[src/tpd_regs.vh]
/*
 * Constants for the calibration and debug test-point port: register
 * offsets, field positions, reset values and output clock timing.
 * Assumes the includer works on a 50 MHz system clock.
 */
`ifndef TPD_REGS_VH
`define TPD_REGS_VH

// ----------------------------------------------------------------------
// register word indices, decoded from wishbone address bits three to two
// ----------------------------------------------------------------------
`define TPD_OFF_CTRL        2'h0
`define TPD_OFF_DIV         2'h1
`define TPD_OFF_STATUS      2'h2

// ----------------------------------------------------------------------
// field positions
// ----------------------------------------------------------------------
`define TPD_CTRL_SCEN_LSB   0
`define TPD_CTRL_SCEN_MSB   2
`define TPD_CTRL_MODE_LSB   3
`define TPD_CTRL_MODE_MSB   6
`define TPD_STAT_STRAP_LSB  0
`define TPD_STAT_STRAP_MSB  7
`define TPD_STAT_RUN_BIT    8
`define TPD_STAT_PINS_LSB   16
`define TPD_STAT_PINS_MSB   23

// ----------------------------------------------------------------------
// reset values and scenario codes
// ----------------------------------------------------------------------
`define TPD_SCEN_QUIET      3'h0
`define TPD_SCEN_CLKDBG     3'h2
`define TPD_CTRL_RST        7'h00
`define TPD_PULL_ALL        8'hff
`define TPD_CLKDBG_OE       8'hff
`define TPD_CLKDBG_LEVELS   4'hd

// ----------------------------------------------------------------------
// timing: frequencies in kHz, half-period counts in clk_i cycles
// ----------------------------------------------------------------------
`define TPD_CLK_KHZ         50000
`define TPD_TP0_KHZ         60000
`define TPD_TP1_KHZ         30000
`define TPD_TP7_KHZ         7500
`define TPD_TP2_MIN_KHZ     700
`define TPD_TP2_MAX_KHZ     22500
`define TPD_HALF(f)         (((`TPD_CLK_KHZ / (2 * (f))) < 1) ? 1 : (`TPD_CLK_KHZ / (2 * (f))))
`define TPD_HALF_TP0        `TPD_HALF(`TPD_TP0_KHZ)
`define TPD_HALF_TP1        `TPD_HALF(`TPD_TP1_KHZ)
`define TPD_HALF_TP7        `TPD_HALF(`TPD_TP7_KHZ)
`define TPD_HALF_TP2_SLOW   `TPD_HALF(`TPD_TP2_MIN_KHZ)
`define TPD_HALF_TP2_FAST   `TPD_HALF(`TPD_TP2_MAX_KHZ)

`endif

[src/tpd_clk_div.v]
/*
 * Square-wave divider: toggles its output every half_i cycles of clk_i.
 * Assumes half_i is at least one and stays stable while run_i is high.
 */
`timescale 1ns/1ps
module tpd_clk_div #(
	parameter W = 8
) (
	// clock and reset
	input  wire         clk_i,
	input  wire         rst_i,
	// control
	input  wire         run_i,
	input  wire [W-1:0] half_i,
	// divided clock
	output wire         clk_o
);

	reg [W-1:0] cnt_q;
	reg         tog_q;

	assign clk_o = tog_q;

	// ------------------------------------------------------------------
	// half-period counter
	// ------------------------------------------------------------------
	always @(posedge clk_i) begin
		if (rst_i || !run_i) begin
			cnt_q <= {W{1'b0}};
			tog_q <= 1'b0;
		end else if (cnt_q == {W{1'b0}}) begin
			cnt_q <= half_i - {{(W-1){1'b0}}, 1'b1};
			tog_q <= ~tog_q;
		end else begin
			cnt_q <= cnt_q - {{(W-1){1'b0}}, 1'b1};
		end
	end

endmodule

[src/tpd_test_port.v]
/*
 * Calibration and debug test-point port with strap capture and a
 * classic Wishbone register slave.
 * Assumes the pins, their strap pullups and the active-low system reset pin
 * come from the board, asynchronous to clk_i; rst_i is this block's own
 * synchronous reset.
 * The board must hold the strap levels steady for a few cycles around
 * the release of the reset pin; a level still moving then is read as
 * its last settled value.
 * A new settable-clock half period takes hold at the next toggle.
 */
// What this block does
// - while the system reset pin is low all test points are inputs, after release they are outputs in the clock-debug scenario only.
// - the pin levels are latched at reset release and set the test configuration until next reset or a write to the control register.
// - straps are sampled only on a low-to-high change of the reset pin, later changes do nothing.
// - every test point has a weak internal pulldown so an unstrapped pin captures as zero.
// - with the all-zero scenario captured, all eight test points stay high impedance.
// - strap bits six to three select an operating mode apart from the scenario in bits two to zero.
// - in the clock-debug scenario points zero and one both carry the same fast clock.
// - in the clock-debug scenario point two carries a settable clock and point seven the slow clock.
// - software may overwrite the strap-derived output selection at any time after reset.
`timescale 1ns/1ps
`include "tpd_regs.vh"
module tpd_test_port #(
	parameter DIV_W = 8
) (
	// clock and block reset
	input  wire        clk_i,
	input  wire        rst_i,
	// wishbone slave
	input  wire        wb_cyc_i,
	input  wire        wb_stb_i,
	input  wire        wb_we_i,
	input  wire [3:0]  wb_adr_i,
	input  wire [3:0]  wb_sel_i,
	input  wire [31:0] wb_dat_i,
	output wire [31:0] wb_dat_o,
	output wire        wb_ack_o,
	// system reset pin
	input  wire        system_reset_low_i,
	// test point pins
	input  wire [7:0]  test_point_port_i,
	output wire [7:0]  test_point_port_o,
	output wire [7:0]  test_point_port_oe_o,
	output wire [7:0]  test_point_pull_down_o,
	// mode option straps
	output wire [3:0]  mode_option_o
);

	// ------------------------------------------------------------------
	// timing constants
	// ------------------------------------------------------------------
	localparam integer HALF_TP0_I  = `TPD_HALF_TP0;
	localparam integer HALF_TP1_I  = `TPD_HALF_TP1;
	localparam integer HALF_TP7_I  = `TPD_HALF_TP7;
	localparam integer HALF_SLOW_I = `TPD_HALF_TP2_SLOW;
	localparam integer HALF_FAST_I = `TPD_HALF_TP2_FAST;

	wire [DIV_W-1:0] half_tp0  = HALF_TP0_I[DIV_W-1:0];
	wire [DIV_W-1:0] half_tp1  = HALF_TP1_I[DIV_W-1:0];
	wire [DIV_W-1:0] half_tp7  = HALF_TP7_I[DIV_W-1:0];
	wire [DIV_W-1:0] half_slow = HALF_SLOW_I[DIV_W-1:0];
	wire [DIV_W-1:0] half_fast = HALF_FAST_I[DIV_W-1:0];

	// ------------------------------------------------------------------
	// pin synchronisers, three stages
	// ------------------------------------------------------------------
	reg [2:0] rstn_sync_q;
	reg [7:0] pin_s1_q;
	reg [7:0] pin_s2_q;
	reg [7:0] pin_s3_q;
	reg       rel_q;

	always @(posedge clk_i) begin
		if (rst_i) begin
			rstn_sync_q <= 3'h0;
			pin_s1_q    <= 8'h00;
			pin_s2_q    <= 8'h00;
			pin_s3_q    <= 8'h00;
		end else begin
			rstn_sync_q <= {rstn_sync_q[1:0], system_reset_low_i};
			pin_s1_q    <= test_point_port_i;
			pin_s2_q    <= pin_s1_q;
			pin_s3_q    <= pin_s2_q;
		end
	end

	// ------------------------------------------------------------------
	// pin level filter
	// ------------------------------------------------------------------
	// a bit takes its new level only once stages two and three agree,
	// so a one-cycle glitch on a strap pin never reaches the capture
	reg  [7:0] pin_q;
	wire [7:0] pin_agree = ~(pin_s2_q ^ pin_s3_q);

	always @(posedge clk_i) begin
		if (rst_i) begin
			pin_q <= 8'h00;
		end else begin
			pin_q <= (pin_agree & pin_s3_q) | (~pin_agree & pin_q);
		end
	end

	// reset pin level counts once stages two and three agree
	wire rstn_agree = (rstn_sync_q[1] == rstn_sync_q[2]);
	wire rel_rise   = rstn_agree && rstn_sync_q[2] && !rel_q;

	always @(posedge clk_i) begin
		if (rst_i) begin
			rel_q <= 1'b0;
		end else if (rstn_agree) begin
			rel_q <= rstn_sync_q[2];
		end
	end

	// ------------------------------------------------------------------
	// strap capture
	// ------------------------------------------------------------------
	// strap, scenario and mode all load from the filtered level at one edge
	reg [7:0] strap_q;

	always @(posedge clk_i) begin
		if (rst_i) begin
			strap_q <= 8'h00;
		end else if (rel_rise) begin
			strap_q <= pin_q;
		end
	end

	// ------------------------------------------------------------------
	// wishbone slave and registers
	// ------------------------------------------------------------------
	reg [2:0]       scen_q;
	reg [3:0]       mode_q;
	reg [DIV_W-1:0] div2_q;
	reg             ack_q;
	reg [31:0]      rdat_q;
	reg [31:0]      rdat_d;

	wire       req     = wb_cyc_i && wb_stb_i && !ack_q;
	wire       wr      = req && wb_we_i;
	wire [1:0] idx     = wb_adr_i[3:2];
	wire [7:0] wb_div  = wb_dat_i[7:0];
	wire       div_lo  = (wb_div[DIV_W-1:0] < half_fast);
	wire       div_hi  = (wb_div[DIV_W-1:0] > half_slow);

	assign wb_ack_o = ack_q;
	assign wb_dat_o = rdat_q;

	always @(posedge clk_i) begin
		if (rst_i) begin
			ack_q <= 1'b0;
		end else begin
			ack_q <= req;
		end
	end

	always @(posedge clk_i) begin
		if (rst_i) begin
			scen_q <= `TPD_SCEN_QUIET;
			mode_q <= 4'h0;
		end else if (rel_rise) begin
			// capture takes priority over a write in the same cycle
			scen_q <= pin_q[2:0];
			mode_q <= pin_q[6:3];
		end else if (wr && idx == `TPD_OFF_CTRL && wb_sel_i[0]) begin
			scen_q <= wb_dat_i[`TPD_CTRL_SCEN_MSB:`TPD_CTRL_SCEN_LSB];
			mode_q <= wb_dat_i[`TPD_CTRL_MODE_MSB:`TPD_CTRL_MODE_LSB];
		end
	end

	// settable clock: half period held inside its documented range
	always @(posedge clk_i) begin
		if (rst_i) begin
			div2_q <= half_slow;
		end else if (wr && idx == `TPD_OFF_DIV && wb_sel_i[0]) begin
			if (div_lo) begin
				div2_q <= half_fast;
			end else if (div_hi) begin
				div2_q <= half_slow;
			end else begin
				div2_q <= wb_div[DIV_W-1:0];
			end
		end
	end

	always @* begin
		rdat_d = 32'h0000_0000;
		case (idx)
			`TPD_OFF_CTRL: begin
				rdat_d[`TPD_CTRL_SCEN_MSB:`TPD_CTRL_SCEN_LSB] = scen_q;
				rdat_d[`TPD_CTRL_MODE_MSB:`TPD_CTRL_MODE_LSB] = mode_q;
			end
			`TPD_OFF_DIV: begin
				rdat_d[DIV_W-1:0] = div2_q;
			end
			`TPD_OFF_STATUS: begin
				rdat_d[`TPD_STAT_STRAP_MSB:`TPD_STAT_STRAP_LSB] = strap_q;
				rdat_d[`TPD_STAT_RUN_BIT] = rel_q;
				rdat_d[`TPD_STAT_PINS_MSB:`TPD_STAT_PINS_LSB] = pin_q;
			end
			default: begin
				rdat_d = 32'h0000_0000;
			end
		endcase
	end

	always @(posedge clk_i) begin
		if (rst_i) begin
			rdat_q <= 32'h0000_0000;
		end else if (req && !wb_we_i) begin
			rdat_q <= rdat_d;
		end else begin
			rdat_q <= 32'h0000_0000;
		end
	end

	// ------------------------------------------------------------------
	// debug clock dividers
	// ------------------------------------------------------------------
	wire clkdbg = rel_q && (scen_q == `TPD_SCEN_CLKDBG);
	wire tp0_clk;
	wire tp1_clk;
	wire tp2_clk;
	wire tp7_clk;

	tpd_clk_div #(.W(DIV_W)) u_div_tp0 (
		.clk_i  (clk_i),
		.rst_i  (rst_i),
		.run_i  (clkdbg),
		.half_i (half_tp0),
		.clk_o  (tp0_clk)
	);

	tpd_clk_div #(.W(DIV_W)) u_div_tp1 (
		.clk_i  (clk_i),
		.rst_i  (rst_i),
		.run_i  (clkdbg),
		.half_i (half_tp1),
		.clk_o  (tp1_clk)
	);

	tpd_clk_div #(.W(DIV_W)) u_div_tp2 (
		.clk_i  (clk_i),
		.rst_i  (rst_i),
		.run_i  (clkdbg),
		.half_i (div2_q),
		.clk_o  (tp2_clk)
	);

	tpd_clk_div #(.W(DIV_W)) u_div_tp7 (
		.clk_i  (clk_i),
		.rst_i  (rst_i),
		.run_i  (clkdbg),
		.half_i (half_tp7),
		.clk_o  (tp7_clk)
	);

	// ------------------------------------------------------------------
	// pin drivers
	// ------------------------------------------------------------------
	reg [7:0] out_q;
	reg [7:0] oe_q;
	reg [7:0] pull_q;
	reg [3:0] mode_out_q;

	always @(posedge clk_i) begin
		if (rst_i) begin
			out_q <= 8'h00;
			oe_q  <= 8'h00;
		end else if (!rel_q) begin
			out_q <= 8'h00;
			oe_q  <= 8'h00;
		end else if (clkdbg) begin
			out_q <= {tp7_clk, `TPD_CLKDBG_LEVELS, tp2_clk, tp1_clk, tp0_clk};
			oe_q  <= `TPD_CLKDBG_OE;
		end else begin
			// quiet and unlisted scenarios leave every point released
			out_q <= 8'h00;
			oe_q  <= 8'h00;
		end
	end

	always @(posedge clk_i) begin
		if (rst_i) begin
			pull_q     <= `TPD_PULL_ALL;
			mode_out_q <= 4'h0;
		end else begin
			pull_q     <= `TPD_PULL_ALL;
			mode_out_q <= mode_q;
		end
	end

	assign test_point_port_o      = out_q;
	assign test_point_port_oe_o   = oe_q;
	assign test_point_pull_down_o = pull_q;
	assign mode_option_o          = mode_out_q;

endmodule

[config.mk]
export PLATFORM = sky130hd
export DESIGN_NAME = tpd_test_port
export DESIGN_NICKNAME = d
export VERILOG_FILES = /design/src/tpd_clk_div.v /design/src/tpd_test_port.v
export VERILOG_INCLUDE_DIRS = /design/src
export SDC_FILE = /design/constraint.sdc
export NUM_CORES = 1
export LEC_CHECK = 0
export BUFFER_PORTS_ARGS = -buffer_cell sky130_fd_sc_hd__buf_2
export CAP_MARGIN = 20
export CORE_MARGIN = 5
export CORE_UTILIZATION = 56
export CTS_BUF_LIST = sky130_fd_sc_hd__clkbuf_4 sky130_fd_sc_hd__clkbuf_8
export DETAILED_ROUTE_END_ITERATION = 8
export GPL_TIMING_DRIVEN = 0
export PLACE_DENSITY_LB_ADDON = 0.2
export SLEW_MARGIN = 5
export SYNTH_ARGS = -nofsm -noshare
export SYNTH_HDL_FRONTEND = slang
export SYNTH_HIERARCHICAL = 1
export SYNTH_SLANG_ARGS = --single-unit
[constraint.sdc]
create_clock -name clk_i -period 2.26 [get_ports clk_i]
set_input_delay 0.452 -clock clk_i [delete_from_list [all_inputs] [get_ports clk_i]]
set_output_delay 0.452 -clock clk_i [all_outputs]
set_load 0.02 [all_outputs]
==> results.yml <==
setup_path:
  worst_setup_path_start_kind: "flop"
  path_buf_inv: 0
  timing.rr.start: "u_div_tp2/cnt_q[4]"
  crit_start: "u_div_tp2/cnt_q[4]"
  cp_max_fo: 6
  path_depth: 7
  setup.worst_path.end: "u_div_tp2/cnt_q[6]"
  crit_slowest_cell: "or4_4"
  cp_top_family: "simple AND/OR/NAND/NOR gates"
  r2r-end: "u_div_tp2/cnt_q[6]"
  path_common_cell: "a21oi_1"
  endpoint_kind: "flop"
  worstSetupPathType: "flop to flop"
  rr_worst_depth: 7
  critPathArrivalTime_ps: 2420
  critPathMaxStageDelay_ps: 580
  crit_required_ps: 2620
  ff2ff_setup_slack_ps: 210
  crit_path_cell_trace: "or4_4 > nor3_4 > a21oi_1 > ha_1 > nand3_1 > o21ai_0 > a21oi_1"
synth:
  syn_avg_cell_area_um2: 9.17
  synth_ff_type: "dfxtp_1"
  yosys_register_bits: 122
  synth.most_common_cell: "dfxtp_1"
  synth_top_area_share: 0.463
  syn_inst: 575
  yosysWarnings: 6
  synthArstFlopShare: 0
  syn_area_um2: 5280
  synth_edf_count: 0
  yosysSeqAreaShare: 0.463
  synth_cell_types: 50
  yosys-top-cells-count: "dfxtp_1, a21oi_1, buf_4, nand2_1, nor2_1"
  synthTopCellsByArea: "dfxtp_1, buf_4, a21oi_1, nor2b_1, nand2_1"
  yosysTopAreaCell: "dfxtp_1"
min_path:
  hp-class: "primary input to flop"
cts:
  clockBufferDepth: 2
  htreeDepth: 4
  post_cts.repair.setup_buffers: 0
  cts_made_buffers: 17
  cts_hold_buf: 0
  ctsResizeCount: 0
  tritoncts: "done"
  cts_root_buf: "clkbuf_8"
  path_clk_slew_ps: 80
  cts.sinks: 122
  clk_latency_ps: 430
floorplanning:
  die_w_um: 107
  dieArea_um2: 11500
  placementRows: 35
  die_h_um: 107
  core_um2: 9200
  io-pin-count: 115
  start_util: 0.574
sta:
  hold_viol: 0
  setup_violations: 0
  worstMarginPinSlew_ps: 907
  skew_ps: 10.0
  fin_crit_sh: 0.909
  tns_ps: 0
  rsz0062_at_grt: "false"
  fin_crit_ps: 2050
  finalMaxSlewViolations: 0
  maxClockFrequency_mhz: 487
  slew_headroom: 0.390
routing:
  first_pass_iters: 5
  drtIter0Drc: 271
  drt-wirelength-per-cell_um: 12.9
  viasPerCell: 5.18
  vias: 4569
  wirelength_um: 11400
  final_antenna_net_count: 0
  drc_errors: 0
grt:
  grt_pass1_vias: 4255
  grt_util_met2: 0.357
  grt_first_pass_wirelength_um: 19100
  use_met3: 0.0572
  grt_max_degree: 17
  grt_overflow: 0
  antenna_found_initial: 0
  grt_use_total: 0.207
  met1_usage: 0.246
  top_usage_layer: "met2"
place:
  gp_congestion: 0.912
  port_buffers: 61
  hpwl_um: 8370
finish:
  diodes: 0
  syn_to_final_growth_pct: 23.3
  fin_util: 0.707
  drive_above_1_share: 0.205
  finalNetCount: 821
power_and_ir_drop:
  internal_power_mw: 3.24
  seqPwrFrac: 0.498
  p_switching_mw: 1.15
  power_density_nw_per_um2: 674
  p_clk_frac: 0.439
  power_frac_comb: 0.063
  total_leakage_power_nw: 2.81
  swShare: 0.262
  irDropWorstVdd_mv: 0.587
job:
  cap_violations: 0
status:
  status: "completed"
-- kinds of logic after synthesis --
| logic type | synth area share |
|---|---|
| xor gates and xnor gates | 0.0266 |
| adders and majority gates | 0.0213 |
| DFF | 0.463 |
| other | 0.00142 |
| AOI/OAI and AO/OA | 0.166 |
| buffers and inverters | 0.0761 |
| and+or+nand+nor | 0.244 |
| muxes | 0.00190 |
-- power groups by stage --
stage | clock [mW] | sequential (mW) | combinational [mW]
global route | 2.07 | 2.19 | 0.311
CTS | 1.97 | 2.18 | 0.268
detailed placement | 0 | 2.23 | 0.266
floorplan | 0 | 2.23 | 0.207
global placement | 0 | 2.23 | 0.260
finish | 1.92 | 2.18 | 0.278
-- metal layers --
metal,share of wire,vias to the layer above
met5,0,-
met3,0.068,22
met4,0.016,0
met1,0.42,2066
met2,0.49,157
li1,-,2324
-- cells in the final DEF (no fill, tap or decap), drive strengths merged, types with 12 or more instances in the layout --
cell type and n:
nor4 22, dfxtp 122, nor3 17, nor2 34, inv 16, buf 105
xnor2 12, nor2b 32, and2 16, nand3 15, clkbuf 34, o21ai 35
nand2 36, a21oi 44, conb 105
-- worst reg2reg max path: stages (launching register included) --
cell,delay (ps)
dfxtp_1,360
or4_4,580
nor3_4,320
a21oi_1,140
ha_1,260
nand3_1,100
o21ai_0,100
a21oi_1,130
-- registers in the layout (all words and copies together), names as in the netlist, named ones only --
register              cells
wb_ack_o                  1
pin_s1_q                  8
test_point_port_oe_o      1
u_div_tp7/clk_o           1
u_div_tp0/cnt_q           8
mode_q                    4
test_point_port_o         4
u_div_tp7/cnt_q           8
rstn_sync_q               3
u_div_tp2/cnt_q           8
strap_q                   8
pin_s2_q                  8
mode_option_o             4
u_div_tp2/clk_o           1
wb_dat_o                 17
u_div_tp1/cnt_q           8
rel_q                     1
u_div_tp0/clk_o           1
pin_s3_q                  8
u_div_tp1/clk_o           1
scen_q                    3
div2_q                    8
-- how the worst min path moves through the flow --
stage	to	slack, ps	cells past startpoint	startpoint
2_1_floorplan	pin_s2_q[0]	410	1	pin_s1_q[0]
5_1_grt	pin_s1_q[4]	200	2	test_point_port_i[4]
4_1_cts	pin_s1_q[7]	210	2	test_point_port_i[7]
3_5_place_dp	rstn_sync_q[1]	420	1	rstn_sync_q[0]
6_report	rstn_sync_q[0]	220	2	system_reset_low_i
3_3_place_gp	pin_s2_q[4]	420	1	pin_s1_q[4]
-- layout make-up --
type | instances | area, um2
Fill cell | 753 | 2690
Multi-Input combinational cell | 489 | 2820
Clock buffer | 18 | 248
Buffer | 60 | 375
Sequential cell | 122 | 2440
Clock inverter | 14 | 153
Tap cell | 111 | 139
Timing Repair Buffer | 61 | 305
Inverter | 7 | 26.3
-- through the flow --
stage	instances	area, um2	hold slack [ps]	setup WS, ps	total power [mW]
5_1_grt	882	6510	204	97.5	4.57
6_report	882	6510	221	206	4.39
3_3_place_gp	850	6110	417	288	2.49
4_1_cts	882	6510	208	208	4.42
2_1_floorplan	678	5660	414	434	2.44
3_5_place_dp	850	6110	424	232	2.50
(Power assumes the default switching activity.)
